--- src/hdl/lbc_pkg.sv ---
`default_nettype none
package lbc_pkg;
    // ************************************
    // Command decode and widths
    // ************************************
    localparam int NUM_BANKS = 4;
    localparam int TMR_W = 8;

    typedef enum logic [3:0] {
        CMD_DESELECT = 4'h0,
        CMD_NOP = 4'h1,
        CMD_ACTIVE = 4'h2,
        CMD_READ = 4'h3,
        CMD_WRITE = 4'h4,
        CMD_PRECHARGE = 4'h5,
        CMD_BURST_STOP = 4'h6,
        CMD_REFRESH = 4'h7,
        CMD_LOAD_MODE = 4'h8
    } lbc_cmd_t;

    typedef enum logic [2:0] {
        BK_IDLE = 3'b000,
        BK_ACTIVATING = 3'b001,
        BK_ROW_ACTIVE = 3'b010,
        BK_READ = 3'b011,
        BK_WRITE = 3'b100,
        BK_READ_AP = 3'b101,
        BK_WRITE_AP = 3'b110,
        BK_PRECHARGING = 3'b111
    } lbc_bank_state_t;

    typedef enum logic [1:0] {
        DEV_READY = 2'b00,
        DEV_REFRESHING = 2'b01,
        DEV_MODE_ACCESS = 2'b10,
        DEV_PRECHARGE_ALL = 2'b11
    } lbc_dev_state_t;

    // Command bus as sampled on the rising edge
    typedef struct packed {
        logic cke;
        logic cs_n;
        logic ras_n;
        logic cas_n;
        logic we_n;
        logic [1:0] bank;
        logic auto_pre;
        logic all_banks;
    } lbc_cmd_bus_t;

    // Per-bank view given back to the controller
    typedef struct packed {
        lbc_bank_state_t state;
        logic [TMR_W-1:0] timer;
    } lbc_bank_t;

    // ************************************
    // Timing, in ns and in cycles of 10 MHz
    // ************************************
    localparam int CLK_PERIOD_NS = 100;
    localparam int T_RP_NS = 15;
    localparam int T_RCD_NS = 15;
    localparam int T_RFC_NS = 72;
    localparam int T_MRD_NS = 10;
    localparam int T_WR_NS = 15;
    localparam int T_WTR_CK = 1;
    localparam int BURST_LEN = 4;
    localparam int CAS_LAT = 3;

    function automatic int ns_to_ck(input int ns);
        int c;
        c = (ns + CLK_PERIOD_NS - 1) / CLK_PERIOD_NS;
        return (c < 1) ? 1 : c;
    endfunction

    localparam int RP_CK = ns_to_ck(T_RP_NS);
    localparam int RCD_CK = ns_to_ck(T_RCD_NS);
    localparam int RFC_CK = ns_to_ck(T_RFC_NS);
    localparam int MRD_CK = ns_to_ck(T_MRD_NS);
    localparam int WR_CK = ns_to_ck(T_WR_NS);
    localparam int RESET_TIMER = 0;
endpackage : lbc_pkg
`default_nettype wire

--- src/hdl/lbc_cmd_decode.sv ---
`default_nettype none
module lbc_cmd_decode
    import lbc_pkg::*;
(
    input wire lbc_pkg::lbc_cmd_bus_t bus,
    output lbc_pkg::lbc_cmd_t cmd
);
    always_comb
    begin
        if (bus.cs_n)
            cmd = CMD_DESELECT;
        else
        begin
            case ({bus.ras_n, bus.cas_n, bus.we_n})
                3'b111: cmd = CMD_NOP;
                3'b011: cmd = CMD_ACTIVE;
                3'b101: cmd = CMD_READ;
                3'b100: cmd = CMD_WRITE;
                3'b010: cmd = CMD_PRECHARGE;
                3'b110: cmd = CMD_BURST_STOP;
                3'b001: cmd = CMD_REFRESH;
                3'b000: cmd = CMD_LOAD_MODE;
                default: cmd = CMD_NOP;
            endcase
        end
    end
endmodule // lbc_cmd_decode
`default_nettype wire

--- src/hdl/lbc_bank_legality.sv ---
`default_nettype none
module lbc_bank_legality
    import lbc_pkg::*;
#(
    parameter int BL = BURST_LEN,
    parameter int CL = CAS_LAT
)
(
    input wire logic core_clk,
    input wire logic rst,
    input wire lbc_pkg::lbc_cmd_bus_t cmd_bus,
    output lbc_pkg::lbc_bank_t bank_view [lbc_pkg::NUM_BANKS],
    output lbc_pkg::lbc_dev_state_t dev_state,
    output logic all_idle,
    output logic cmd_illegal,
    output logic cmd_accepted
);
    import lbc_pkg::*;

    localparam logic [TMR_W-1:0] BURST_CK = TMR_W'(BL / 2);
    localparam logic [TMR_W-1:0] RP_T = TMR_W'(RP_CK);
    localparam logic [TMR_W-1:0] RCD_T = TMR_W'(RCD_CK);
    localparam logic [TMR_W-1:0] RFC_T = TMR_W'(RFC_CK);
    localparam logic [TMR_W-1:0] MRD_T = TMR_W'(MRD_CK);
    localparam logic [TMR_W-1:0] WR_T = TMR_W'(WR_CK);
    localparam logic [TMR_W-1:0] WTR_T = TMR_W'(T_WTR_CK);
    localparam logic [TMR_W-1:0] CL_T = TMR_W'(CL);
    localparam logic [TMR_W-1:0] ONE_T = TMR_W'(1);

    // ************************************
    // State
    // ************************************
    typedef struct packed {
        lbc_bank_state_t [NUM_BANKS-1:0] st;
        logic [NUM_BANKS-1:0][TMR_W-1:0] tmr;
        // Access period still running for auto precharge banks
        logic [NUM_BANKS-1:0][TMR_W-1:0] acc;
        lbc_dev_state_t dev;
        logic [TMR_W-1:0] dev_tmr;
        // Earliest-issue gaps for other-bank commands after AP commands
        logic [TMR_W-1:0] gap_rd;
        logic [TMR_W-1:0] gap_wr;
        logic [TMR_W-1:0] gap_pa;
        logic [1:0] last_rd_bank;
        logic rd_live;
        logic cke_prev;
        logic illegal;
        logic accepted;
    } lbc_state_t;

    lbc_state_t cur;
    lbc_state_t next_cur;
    lbc_cmd_t cmd;

    lbc_cmd_decode u_decode
    (
        .bus(cmd_bus),
        .cmd(cmd)
    );

    function automatic logic [TMR_W-1:0] dec(input logic [TMR_W-1:0] v);
        return (v == '0) ? v : v - ONE_T;
    endfunction

    function automatic logic [TMR_W-1:0] maxt(input logic [TMR_W-1:0] a,
                                              input logic [TMR_W-1:0] b);
        return (a > b) ? a : b;
    endfunction

    always_comb
    begin
        logic [1:0] b;
        logic ok;
        logic any_busy;
        next_cur = cur;
        b = cmd_bus.bank;
        ok = 1'b1;
        any_busy = 1'b0;
        next_cur.cke_prev = cmd_bus.cke;
        next_cur.dev_tmr = dec(cur.dev_tmr);
        next_cur.gap_rd = dec(cur.gap_rd);
        next_cur.gap_wr = dec(cur.gap_wr);
        next_cur.gap_pa = dec(cur.gap_pa);

        // ************************************
        // Timer-driven bank transitions
        // ************************************
        for (int i = 0; i < NUM_BANKS; i++)
        begin
            next_cur.tmr[i] = dec(cur.tmr[i]);
            next_cur.acc[i] = dec(cur.acc[i]);
            if (cur.st[i] != BK_IDLE)
                any_busy = 1'b1;
            if (cur.tmr[i] <= ONE_T)
            begin
                case (cur.st[i])
                    BK_ACTIVATING: next_cur.st[i] = BK_ROW_ACTIVE;
                    BK_PRECHARGING: next_cur.st[i] = BK_IDLE;
                    BK_READ, BK_WRITE: next_cur.st[i] = BK_ROW_ACTIVE;
                    BK_READ_AP, BK_WRITE_AP: next_cur.st[i] = BK_IDLE;
                    default: next_cur.st[i] = cur.st[i];
                endcase
            end
        end
        if (cur.rd_live && next_cur.st[cur.last_rd_bank] != BK_READ
            && next_cur.st[cur.last_rd_bank] != BK_READ_AP)
            next_cur.rd_live = 1'b0;
        // Device-wide busy ends, all banks idle
        if (cur.dev != DEV_READY && cur.dev_tmr <= ONE_T)
        begin
            next_cur.dev = DEV_READY;
            for (int i = 0; i < NUM_BANKS; i++)
                next_cur.st[i] = BK_IDLE;
        end
        // ************************************
        // Command legality and acceptance
        // ************************************
        // Checks only with clock enable high on both edges
        if (!(cur.cke_prev && cmd_bus.cke))
            ok = 1'b0;
        else if (cmd == CMD_DESELECT || cmd == CMD_NOP)
            ok = 1'b0;
        else if (cur.dev != DEV_READY)
            ok = 1'b0;
        else
        begin
            case (cmd)
                // Own bank state decides; other banks block only through the AP gap timers and, for writes, a live read
                CMD_ACTIVE:
                    ok = (cur.st[b] == BK_IDLE) && (cur.gap_pa <= ONE_T);
                CMD_READ:
                    ok = (cur.st[b] == BK_ROW_ACTIVE || cur.st[b] == BK_READ
                          || cur.st[b] == BK_WRITE) && (cur.gap_rd <= ONE_T);
                CMD_WRITE:
                    // No write over a live read burst
                    ok = (cur.st[b] == BK_ROW_ACTIVE || cur.st[b] == BK_WRITE)
                         && !cur.rd_live && (cur.gap_wr <= ONE_T);
                CMD_PRECHARGE:
                begin
                    // Each targeted bank must allow precharge
                    if (cmd_bus.all_banks)
                    begin
                        for (int i = 0; i < NUM_BANKS; i++)
                            if (cur.st[i] == BK_ACTIVATING || cur.st[i] == BK_READ_AP
                                || cur.st[i] == BK_WRITE_AP)
                                ok = 1'b0;
                    end
                    else
                        ok = cur.st[b] != BK_ACTIVATING && cur.st[b] != BK_READ_AP
                             && cur.st[b] != BK_WRITE_AP;
                    if (cur.gap_pa > ONE_T)
                        ok = 1'b0;
                end
                // Needs some read burst to end
                CMD_BURST_STOP: ok = cur.rd_live;
                // Whole-device commands need all banks idle
                CMD_REFRESH, CMD_LOAD_MODE: ok = !any_busy;
                default: ok = 1'b0;
            endcase
        end

        // Flag any executable command that breaks state or timing
        next_cur.illegal = !ok && cmd != CMD_DESELECT && cmd != CMD_NOP;
        next_cur.accepted = ok;
        if (ok)
        begin
            case (cmd)
                CMD_ACTIVE:
                begin
                    next_cur.st[b] = BK_ACTIVATING;
                    next_cur.tmr[b] = RCD_T;
                end
                CMD_READ:
                begin
                    next_cur.last_rd_bank = b;
                    next_cur.rd_live = 1'b1;
                    if (cmd_bus.auto_pre)
                    begin
                        // Access until earliest precharge slot, then tRP
                        next_cur.st[b] = BK_READ_AP;
                        next_cur.acc[b] = BURST_CK;
                        next_cur.tmr[b] = BURST_CK + RP_T;
                        // Other-bank gaps after read auto precharge
                        next_cur.gap_rd = maxt(next_cur.gap_rd, BURST_CK);
                        next_cur.gap_wr = maxt(next_cur.gap_wr, CL_T + BURST_CK);
                        next_cur.gap_pa = maxt(next_cur.gap_pa, ONE_T);
                    end
                    else
                    begin
                        next_cur.st[b] = BK_READ;
                        next_cur.tmr[b] = BURST_CK;
                    end
                end
                CMD_WRITE:
                begin
                    if (cmd_bus.auto_pre)
                    begin
                        next_cur.st[b] = BK_WRITE_AP;
                        next_cur.acc[b] = BURST_CK + WR_T;
                        next_cur.tmr[b] = BURST_CK + WR_T + RP_T;
                        // Other-bank gaps after write auto precharge
                        next_cur.gap_rd = maxt(next_cur.gap_rd, ONE_T + BURST_CK + WTR_T);
                        next_cur.gap_wr = maxt(next_cur.gap_wr, BURST_CK);
                        next_cur.gap_pa = maxt(next_cur.gap_pa, ONE_T);
                    end
                    else
                    begin
                        next_cur.st[b] = BK_WRITE;
                        next_cur.tmr[b] = BURST_CK;
                    end
                end
                CMD_PRECHARGE:
                begin
                    if (cmd_bus.all_banks)
                    begin
                        next_cur.dev = DEV_PRECHARGE_ALL;
                        next_cur.dev_tmr = RP_T;
                        for (int i = 0; i < NUM_BANKS; i++)
                            next_cur.st[i] = BK_PRECHARGING;
                    end
                    else
                    begin
                        next_cur.st[b] = BK_PRECHARGING;
                        next_cur.tmr[b] = RP_T;
                    end
                end
                CMD_BURST_STOP:
                begin
                    // Most recent read, plain reads only back to row active
                    if (cur.st[cur.last_rd_bank] == BK_READ)
                        next_cur.st[cur.last_rd_bank] = BK_ROW_ACTIVE;
                    next_cur.rd_live = 1'b0;
                end
                CMD_REFRESH, CMD_LOAD_MODE:
                begin
                    next_cur.dev = (cmd == CMD_REFRESH) ? DEV_REFRESHING : DEV_MODE_ACCESS;
                    next_cur.dev_tmr = (cmd == CMD_REFRESH) ? RFC_T : MRD_T;
                end
                default: ;
            endcase
        end
    end
    always_ff @(posedge core_clk or posedge rst)
    begin
        if (rst)
            cur <= '0;
        else
            cur <= next_cur;
    end
    // ************************************
    // Outputs
    // ************************************
    always_comb
    begin
        all_idle = (cur.dev == DEV_READY);
        for (int i = 0; i < NUM_BANKS; i++)
        begin
            bank_view[i].state = cur.st[i];
            bank_view[i].timer = cur.tmr[i];
            if (cur.st[i] != BK_IDLE)
                all_idle = 1'b0;
        end
    end

    assign dev_state = cur.dev;
    assign cmd_illegal = cur.illegal;
    assign cmd_accepted = cur.accepted;
endmodule // lbc_bank_legality
`default_nettype wire

--- config.mk ---
export PLATFORM = sky130hd
export DESIGN_NAME = lbc_bank_legality
export DESIGN_NICKNAME = d
export VERILOG_FILES = /design/src/hdl/lbc_pkg.sv /design/src/hdl/lbc_cmd_decode.sv /design/src/hdl/lbc_bank_legality.sv
export SDC_FILE = /design/constraint.sdc
export NUM_CORES = 1
export LEC_CHECK = 0
export ABC_AREA = 1
export BUFFER_PORTS_ARGS = -buffer_cell sky130_fd_sc_hd__buf_2
export CAP_MARGIN = 10
export CELL_PAD_IN_SITES_DETAIL_PLACEMENT = 1
export CELL_PAD_IN_SITES_GLOBAL_PLACEMENT = 2
export CORE_ASPECT_RATIO = 0.7
export CORE_MARGIN = 3
export CORE_UTILIZATION = 36
export DETAILED_ROUTE_END_ITERATION = 7
export PLACE_DENSITY_LB_ADDON = 0.1
export SYNTH_ARGS = -nofsm -noshare
export SYNTH_HDL_FRONTEND = slang
export SYNTH_SLANG_ARGS = --single-unit
--- constraint.sdc ---
create_clock -name core_clk -period 4 [get_ports core_clk]
set_input_delay 0.6 -clock core_clk [delete_from_list [all_inputs] [get_ports core_clk]]
set_output_delay 0.6 -clock core_clk [all_outputs]
set_load 0.005 [all_outputs]
### Yosys cells after proc, flatten, opt, wreduce, memory -nomap -nowiden

Memories as Yosys holds them, arrays and structs flattened.
Cells that the tools add are included.

* flip-flop bits (word level): 116
* memory bits (read-only): 32
* input bits: 11
* output and inout bits: 49
* memories: 1

Memories
* (name not given): depth 8, width 4, rd ports 1, clocked after Yosys merged registers in 0, wr ports 0, RTL line lbc_cmd_decode.sv:14 `case ({bus.ras_n, bus.cas_n, bus.we_n})`

* $add $sub $neg: 12
* magnitude comparators: 18
* eq/ne operators: 42
* multiplexer cells: 78
* bitwise operators: 35
* reductions and logical operators: 60

Operators by type and width (number)
* two-way mux 8 bit: 18
* case mux 32 bit (4 select lines): 1
* two-way mux 113 bit: 1
* bitwise AND 28 bit: 4
* zero test 8 bit: 12
* two-way mux 32 bit: 3
* subtractor 8 x 1 -> 8 bit, second input constant: 12
* two-way mux 44 bit: 2
* inverter 28 bit: 3
* less-or-equal comparator 8 x 1 -> 1 bit, second input constant: 8
* case mux 32 bit (2 select lines): 1
* case mux 12 bit (5 select lines): 1
* equality test 3 bit, second input constant: 17
* bitwise AND 24 bit: 2
* two-way mux 24 bit: 2
* case mux 24 bit (2 select lines): 1
* bitwise OR 8 bit: 5
* two-way mux 12 bit: 3
* bitwise OR 4 bit: 7
* two-way mux 3 bit: 9
* bitwise AND 8 bit: 3
* inverter 24 bit: 1
* inverter 8 bit: 3
* case mux 3 bit (2 select lines): 4
* other kinds (40): 122

### Logic depth before layout (Yosys ltp)

Gate-level depths: netlist (run 1).

* depth in word-level cells: 16
* gate-level depth with buffers: 18
* depth with buffers taken out: 16

### Hierarchy

A second synthesis (run 1) with hierarchy kept.

* cells, all modules: 1313
* area, all modules: 7996.4 µm²

By module, submodules not included
* lbc_bank_legality: instances 1, cells each 1297, area each 7921.3 µm², seq. area each 2102.0 µm²
* lbc_cmd_decode: instances 1, cells each 16, area each 75.1 µm², seq. area each 0.0 µm²

### Worst setup path after synthesis (run 1)

OpenSTA, ideal clock, no wires.

* path type: input to register
* start: input port cmd_bus[4] (netlist name)
* end: register cur (netlist bit bank_view[14])
* library setup time: 133 ps
* arrival time: 2379 ps
* data required time: 3867 ps
* setup slack: 1488 ps
* cell stages on the path: 16
* buffers on the path: 1
* path through: inv_1 > ha_1 > inv_1 > nand2_2 > nand3_2 > nor2_4 > nand2_2 > nor2_8 > inv_4 > nor2_2 > nand2_2 > nand3_4 > nand2_4 > inv_4 > buf_2 > o21ai_2

RTL lines
* start: declaration: RTL line lbc_bank_legality.sv:11 `input wire lbc_pkg::lbc_cmd_bus_t cmd_bus,`
* end signal: assignment: RTL line lbc_bank_legality.sv:248 `cur <= next_cur;`
* end: declaration: RTL line lbc_bank_legality.sv:51 `lbc_state_t cur;`

==> results of run 1 <==
-- final cells by class --
cell class | instances | area (um^2)
repair buffers | 81 | 485
multi-input cells | 1045 | 5160
fillers | 3155 | 13900
flip-flops and latches | 84 | 2100
well taps | 312 | 390
clock inverters | 4 | 26.3
inverters | 172 | 654
clock buffers | 12 | 236
-- flip-flops by register name, indices dropped and copies added (netlist names) --
register	count
dev_state	2
cur	36
cmd_illegal	1
bank_view	44
cmd_accepted	1
-- worst paths after layout --
path / startpoint / to / slack (ns)
max: cmd_bus[4] / bank_view[16] / 0.88
min: cmd_bus[8] / cur[2] / 0.37
max reg2reg: cur[22] / bank_view[16] / 0.95
min reg2reg: cur[6] / cur[6] / 0.58
max in group asynchronous: rst / bank_view[17] / 2.67
min in group asynchronous: rst / cur[35] / 0.45
-- Yosys cell counts --
| library cell | n |
|---|---|
| sky130_fd_sc_hd__buf_12 | 3 |
| sky130_fd_sc_hd__nand3_1 | 104 |
| sky130_fd_sc_hd__nand2_4 | 1 |
| sky130_fd_sc_hd__clkbuf_2 | 1 |
| sky130_fd_sc_hd__inv_1 | 163 |
| sky130_fd_sc_hd__inv_4 | 3 |
| sky130_fd_sc_hd__nor2_1 | 169 |
| sky130_fd_sc_hd__o21ba_2 | 1 |
| sky130_fd_sc_hd__o21a_1 | 1 |
| sky130_fd_sc_hd__o21bai_1 | 1 |
| sky130_fd_sc_hd__nand3b_1 | 5 |
| sky130_fd_sc_hd__buf_6 | 1 |
| sky130_fd_sc_hd__o21ai_2 | 30 |
| sky130_fd_sc_hd__ha_1 | 19 |
| sky130_fd_sc_hd__buf_8 | 1 |
| sky130_fd_sc_hd__o2111ai_1 | 8 |
| sky130_fd_sc_hd__nand2_2 | 35 |
| sky130_fd_sc_hd__nor3_4 | 1 |
| sky130_fd_sc_hd__nor2_4 | 2 |
| sky130_fd_sc_hd__or2_2 | 5 |
| sky130_fd_sc_hd__clkinv_1 | 3 |
| sky130_fd_sc_hd__buf_1 | 4 |
| sky130_fd_sc_hd__inv_2 | 3 |
| sky130_fd_sc_hd__a21oi_1 | 38 |
| sky130_fd_sc_hd__xnor2_1 | 2 |
| sky130_fd_sc_hd__dfrtp_1 | 84 |
| sky130_fd_sc_hd__nand3_2 | 2 |
| sky130_fd_sc_hd__a21oi_4 | 1 |
| sky130_fd_sc_hd__o22ai_1 | 5 |
| sky130_fd_sc_hd__nor2_8 | 1 |
| sky130_fd_sc_hd__o211ai_1 | 24 |
| sky130_fd_sc_hd__nand4_1 | 46 |
| sky130_fd_sc_hd__clkbuf_1 | 28 |
| sky130_fd_sc_hd__nor3_2 | 1 |
| sky130_fd_sc_hd__buf_2 | 7 |
| sky130_fd_sc_hd__o21ai_0 | 87 |
| sky130_fd_sc_hd__nand3_4 | 1 |
| sky130_fd_sc_hd__buf_4 | 47 |
| sky130_fd_sc_hd__and2_1 | 1 |
| sky130_fd_sc_hd__nor2_2 | 4 |
| sky130_fd_sc_hd__a22oi_1 | 2 |
| sky130_fd_sc_hd__xor2_1 | 20 |
| sky130_fd_sc_hd__nand2_1 | 414 |
| sky130_fd_sc_hd__nor3_1 | 14 |
-- per-stage QoR --
stage	cell area [um^2]	setup slack (ns)	hold slack [ns]	total power, uW
after floorplan	8510	1.23	0.496	1060
after global placement	8790	0.676	0.556	1160
after detailed placement	8790	0.532	0.570	1170
after CTS	9060	0.886	0.376	1990
after global routing	9060	0.633	0.373	2050
final	9060	0.880	0.375	1970
-- power by group through the flow --
stage	Combinational (uW)	Clock [uW]	Sequential, uW
detailed placement	299	0	867
CTS	300	836	851
global placement	297	0	867
floorplan	195	0	868
global route	335	865	851
finish	302	820	851
-- per-layer routing --
layer / wire (um) / global-route usage (%) / up-vias
met4: 240 / 3.82 / 0
met1: 16700 / 39.0 / 4352
met3: 1340 / 3.32 / 18
li1: - / - / 4432
met2: 12700 / 36.7 / 169
met5: 0 / 0 / -
-- critical path: stages --
cell,delay [ns]
sky130_fd_sc_hd__buf_2,0.13
sky130_fd_sc_hd__inv_1,0.09
sky130_fd_sc_hd__ha_1,0.36
sky130_fd_sc_hd__inv_1,0.10
sky130_fd_sc_hd__nand2_2,0.08
sky130_fd_sc_hd__nand3_2,0.10
sky130_fd_sc_hd__nor2_4,0.14
sky130_fd_sc_hd__nand3_2,0.16
sky130_fd_sc_hd__inv_4,0.17
sky130_fd_sc_hd__nand2_1,0.06
sky130_fd_sc_hd__nand2_1,0.06
sky130_fd_sc_hd__nor2_1,0.06
sky130_fd_sc_hd__nand3_4,0.18
sky130_fd_sc_hd__nand2_4,0.24
sky130_fd_sc_hd__inv_4,0.39
sky130_fd_sc_hd__buf_12,0.31
sky130_fd_sc_hd__nand2_2,0.08
sky130_fd_sc_hd__o21ai_2,0.06
-- logic make-up (layout without fill, tap and decap cells) --
group,count (synthesis),count (layout)
simple gates,806,806
fa+ha+maj,19,19
xor+xnor,22,22
buf+inv,264,269
compound gates,198,198
flops,84,84
==> results.yml, run 1 <==
cells_and_area:
  antenna_cells_inserted: 0
  layout-drive-gt1-share_pct: 13.4
  num-nets-final: 1423
  fin_util_pct: 39.4
  finalNonFillerCells: 1710
  area_delta_synth_final_pct: 6.38
  layout.cells.most_common: "sky130_fd_sc_hd__nand2_1"
  layout_common_cells: "sky130_fd_sc_hd__nand2_1, sky130_fd_sc_hd__nor2_1, sky130_fd_sc_hd__inv_1"
critical_path:
  worstSetupEndpointType: "flip-flop"
  crit_required_ns: 4.29
  timing.critical_path.fanout_max: 36
  crit_type: "input pin to flip-flop"
  setup.worst_path.start_class: "input pin"
  reg2reg_depth: 13
  critical_path_arrival_ns: 3.41
run_status:
  status: "finished, final reports clean"
grt:
  number_of_global_route_vias_before_repair: 9095
  antenna_found_initial: 0
  grt_remaining_overflow: 0
  grt_start_max_net_pins: 54
  grt_first_pass_wirelength_um: 50500
  aggregate_global_route_resource_usage_pct: 24.8
sta:
  grt_setup_unrepaired: "false"
  final_period_minus_worst_setup_slack_ns: 3.12
  fmax_mhz: 320
  fin_tns_setup_ns: 0
  finalHoldViolations: 0
  timing.clock.skew_ns: 0.0135
  worst_slew_pin_tran_ns: 1.05
  max_slew_margin_pct: 30.0
  timing_max_transition_violations_final: 0
  report.final.setup_viol: 0
  finalCritPeriodShare_pct: 78.0
logic_synthesis:
  yosys.area_share.simple_pct: 41.1
  yosysTopAreaCell: "sky130_fd_sc_hd__dfrtp_1"
  netlist-cell-type-count: 44
  synth_compound_gate_area_share_pct: 14.4
  syn-instance-count: 1393
  synth-xor-area-share_pct: 2.26
  synth.mux.area_fraction_pct: 0
  synth-warning-count: 0
  synth-seq-area-share_pct: 24.7
  post_synth_instance_area_mm2: 0.00851
  syn_area_per_cell_um2: 6.11
  synth_largest_type_area_fraction_pct: 24.7
  yosys_register_bits: 84
  postSynthNetCount: 1423
  synth_adder_area_share_pct: 2.79
  dominant_combinational_cell_family_by_area_after_synthesis: "simple AND/OR/NAND/NOR gates"
  synth.area.top_cells: "sky130_fd_sc_hd__dfrtp_1, sky130_fd_sc_hd__nand2_1, sky130_fd_sc_hd__nor2_1, sky130_fd_sc_hd__inv_1, sky130_fd_sc_hd__nand3_1"
routing:
  vias_per_cell: 5.25
  antenna_violating_nets_post_route: 0
  detail_route.wirelength_um: 31000
  vias: 8971
  drtIter0Drc: 625
  remaining_drc_errors: 0
  avgRoutedWirePerCell_um: 18.1
  dr.pass1.iters: 5
min_path:
  hold_depth: 1
  worst_hold_path_type: "input pin to flip-flop"
clocking:
  cts_repair_resize_count: 0
  cts_root_buffer: "sky130_fd_sc_hd__clkbuf_16"
  cts-hold-fix-buffers: 0
  cts_tree: "done"
  clockBufferDepth: 2
  cts.htree.levels: 3
  post_cts.repair.setup_buffers: 0
  clk_transition_reported_paths_ns: 0.07
  worst_skew_pair.late_latency_ns: 0.36
  numCtsBuffers: 9
  clock_sinks: 84
die:
  cell_row_count: 46
  floorplan.die.height_um: 135
  initial_core_util_pct: 37.1
  die_width_um: 190
  io_pins: 60
  fp.dieArea_mm2: 0.0256
  core_region_area_mm2: 0.0230
power:
  net_switching_uw: 623
  share_clk_of_total_power_pct: 41.5
  vdd_ir_drop_max_v: 0.000196
  power_frac_seq_pct: 43.1
  internal_power_uw: 1350
  comb_power_share_pct: 15.3
  power_leakage_uw: 0.00474
  power_density_mw_per_mm2: 218
  swShare_pct: 31.6
place:
  portBuffers: 59
  gp_routability_congestion: 0.911
  numPlacedInstances: 1694
  dp_hpwl_um: 23600
flow_run:
  drv_cap: 0
No activity file was read; power rests on OpenSTA's default activity.
==> run 2, diff against run 1 <==
--- a/config.mk
+++ b/config.mk
@@ -5,7 +5,7 @@
 export SDC_FILE = /design/constraint.sdc
 export NUM_CORES = 1
 export LEC_CHECK = 0
-export ABC_AREA = 1
+export ABC_AREA = 0
 export BUFFER_PORTS_ARGS = -buffer_cell sky130_fd_sc_hd__buf_2
 export CAP_MARGIN = 10
 export CELL_PAD_IN_SITES_DETAIL_PLACEMENT = 1
==> constraint.sdc (replaced) <==
create_clock -name core_clk -period 2.9 [get_ports core_clk]
set_input_delay 0.435 -clock core_clk [delete_from_list [all_inputs] [get_ports core_clk]]
set_output_delay 0.435 -clock core_clk [all_outputs]
set_load 0.005 [all_outputs]
==> run 2 against run 1 <==
  * Design area down 17%
  * Sequential share of layout area up 4.9 points
  * Global-route usage shrank 2.2 points
  * Combinational power shrank 17%
  * Largest power group is now clock
==> results.yml, run 2 <==
place:
  dp_hpwl_um: 16900
  portBuffers: 59
  numPlacedInstances: 1077
  gp_routability_congestion: 0.928
  place_ws_ns: -0.272
cells_and_area:
  num-nets-final: 894
  largest_register_ff_count: 44
  layout.cells.most_common: "sky130_fd_sc_hd__nor2_1"
  area_delta_synth_final_pct: 17.3
  layout-drive-gt1-share_pct: 22.3
  finalNonFillerCells: 1100
  antenna_cells_inserted: 0
  fillCellCount: 2119
  layout_common_cells: "sky130_fd_sc_hd__nor2_1, sky130_fd_sc_hd__buf_4, sky130_fd_sc_hd__dfrtp_1"
  fin_util_pct: 43.4
routing:
  vias: 6163
  detail_route.wirelength_um: 21800
  remaining_drc_errors: 0
  avgRoutedWirePerCell_um: 19.8
  dr.pass1.iters: 5
  vias_per_cell: 5.60
  drtIter0Drc: 406
  antenna_violating_nets_post_route: 0
grt:
  grt_start_max_net_pins: 52
  groute.layer.met2.usage_pct: 33.2
  number_of_global_route_vias_before_repair: 6208
  groute.layer.met3.usage_pct: 4.01
  grt_remaining_overflow: 0
  aggregate_global_route_resource_usage_pct: 22.6
  grt_most_used_layer: "met1"
  antenna_found_initial: 0
  grtUsageMet1_pct: 34.4
  grt_first_pass_wirelength_um: 34700
clocking:
  cts_tree: "done"
  cts_root_buffer: "sky130_fd_sc_hd__clkbuf_16"
  cts.htree.levels: 3
  clk_transition_reported_paths_ns: 0.07
  clockBufferDepth: 2
  numCtsBuffers: 9
  worst_skew_pair.late_latency_ns: 0.35
  clock_sinks: 84
logic_synthesis:
  yosysTopAreaCell: "sky130_fd_sc_hd__dfrtp_1"
  yosysMostFrequentCell: "sky130_fd_sc_hd__nor2_1"
  synth.area.top_cells: "sky130_fd_sc_hd__dfrtp_1, sky130_fd_sc_hd__nor2_1, sky130_fd_sc_hd__buf_4, sky130_fd_sc_hd__nand2_1, sky130_fd_sc_hd__ha_1"
  post_synth_instance_area_mm2: 0.00639
  postSynthNetCount: 819
  synth_edf_count: 0
  syn_area_per_cell_um2: 8.10
  yosys_register_bits: 84
  synth_largest_type_area_fraction_pct: 32.9
  yosys_most_used_dff: "sky130_fd_sc_hd__dfrtp_1"
  synth-warning-count: 0
  async_flop_share_pct: 100
  synth-seq-area-share_pct: 32.9
  synth_commonest_cells: "sky130_fd_sc_hd__nor2_1, sky130_fd_sc_hd__dfrtp_1, sky130_fd_sc_hd__nand2_1, sky130_fd_sc_hd__buf_4"
  syn-instance-count: 789
  netlist-cell-type-count: 73
sta:
  fin_hold_ws_ns: 0.148
  fmax_mhz: 356
  report.final.setup_viol: 0
  finalCritPeriodShare_pct: 97.0
  max_slew_margin_pct: 51.8
  timing_max_transition_violations_final: 0
  final_period_minus_worst_setup_slack_ns: 2.81
  finalHoldViolations: 0
  fin_tns_setup_ns: 0
  layout_setup_ws_ns: 0.0872
  worst_slew_pin_tran_ns: 0.720
  timing.clock.skew_ns: 0.00905
flow_run:
  drv_cap: 0
power:
  power_frac_seq_pct: 43.9
  comb_power_share_pct: 9.3
  share_clk_of_total_power_pct: 46.8
  vdd_ir_drop_max_v: 0.000293
  internal_power_uw: 1980
  net_switching_uw: 692
  power_leakage_uw: 0.00347
  swShare_pct: 25.9
  power_density_mw_per_mm2: 357
critical_path:
  crit_required_ns: 3.16
  timing.critical_path.fanout_max: 6
  critical_path_arrival_ns: 3.08
  setup.worst_path.start_class: "input pin"
  worstSetupEndpointType: "flip-flop"
  crit_type: "input pin to flip-flop"
die:
  cell_row_count: 40
  core_region_area_mm2: 0.0173
  fp.dieArea_mm2: 0.0194
  floorplan.die.height_um: 117
  die_width_um: 165
  io_pins: 60
  initial_core_util_pct: 37.0
min_path:
  worst_hold_path_type: "input pin to async pin"
run_status:
  status: "finished, final reports clean"
[run 2: cell types whose count changed after synthesis, moves of 12 or more]
cell                       previous run  this run
sky130_fd_sc_hd__inv_1              163        28
sky130_fd_sc_hd__nand2_1            414        67
sky130_fd_sc_hd__nand2_2             35         0
sky130_fd_sc_hd__nand3_1            104        24
sky130_fd_sc_hd__nand4_1             46         3
sky130_fd_sc_hd__nor2_1             169       105
sky130_fd_sc_hd__nor3_1              14        44
sky130_fd_sc_hd__nor4_1               0        16
sky130_fd_sc_hd__o211ai_1            24        12
sky130_fd_sc_hd__o21ai_0             87        47
sky130_fd_sc_hd__o21ai_2             30         0
sky130_fd_sc_hd__xnor2_1              2        20
[run 2: timing repair]
action	4_1_cts	5_1_grt
gates resized for setup	0	13
setup endpoints to repair	0	34
hold buffers	0	0
buffers inserted	0	7
[run 2: through the flow]
step	area [um^2]	power, uW
floorplan	6390	1330
global placement	7070	1430
detailed placement	7070	1440
CTS	7390	2700
global route	7500	2790
finish	7500	2670
[run 2: logic make-up after synthesis]
family / synth area share (%)
xor+xnor: 5.34
flops: 32.9
simple gates: 26.0
fa+ha+maj: 3.72
buf+inv: 9.71
compound gates: 19.1
mux: 3.25
[run 2: power by group through the flow]
stage | clock (uW) | sequential [uW] | combinational, uW
CTS | 1280 | 1170 | 245
finish | 1250 | 1170 | 250
floorplan | 0 | 1200 | 137
global route | 1340 | 1170 | 274
detailed placement | 0 | 1200 | 243
global placement | 0 | 1200 | 238
[run 2: path summary, 6_finish.rpt]
kind / start / slack (ns) / cells past startpoint / endpoint
setup / recovery: cmd_bus[4] / 0.09 / 12 / bank_view[2]
setup reg to reg: bank_view[20] / 0.11 / 10 / bank_view[2]
hold / removal: rst / 0.15 / 2 / cur[28]
max in group asynchronous: rst / 2.02 / 3 / bank_view[19]
min in group core_clk: cmd_bus[8] / 0.21 / 1 / cur[2]
hold reg to reg: dev_state[0] / 0.56 / 2 / dev_state[0]
[run 2: cell type report]
| class | instances | area, um^2 | share of cell area (%) |
|---|---|---|---|
| flip-flops and latches | 84 | 2100 | 28.1 |
| clock buffers | 11 | 253 | 3.37 |
| multi-input cells | 595 | 3720 | 49.7 |
| repair buffers | 145 | 951 | 12.7 |
| clock inverters | 5 | 66.3 | 0.885 |
| inverters | 29 | 110 | 1.47 |
| well taps | 231 | 289 | 3.86 |
[run 2: worst max-delay path, stage by stage]
cell                      delay (ns)
sky130_fd_sc_hd__buf_2          0.11
sky130_fd_sc_hd__inv_1          0.06
sky130_fd_sc_hd__ha_2           0.32
sky130_fd_sc_hd__or4b_4         0.56
sky130_fd_sc_hd__nor3_1         0.17
sky130_fd_sc_hd__and4b_1        0.21
sky130_fd_sc_hd__a31o_1         0.17
sky130_fd_sc_hd__o31ai_4        0.10
sky130_fd_sc_hd__buf_2          0.18
sky130_fd_sc_hd__buf_4          0.15
sky130_fd_sc_hd__or4_1          0.52
sky130_fd_sc_hd__o21ai_0        0.10
[run 2: routing by layer]
layer  up-vias  share of wire [%]
met5         -                  0
met1      3054                 49
met2       165                 44
met4         0                1.4
met3        21                5.7
li1       2923                  -
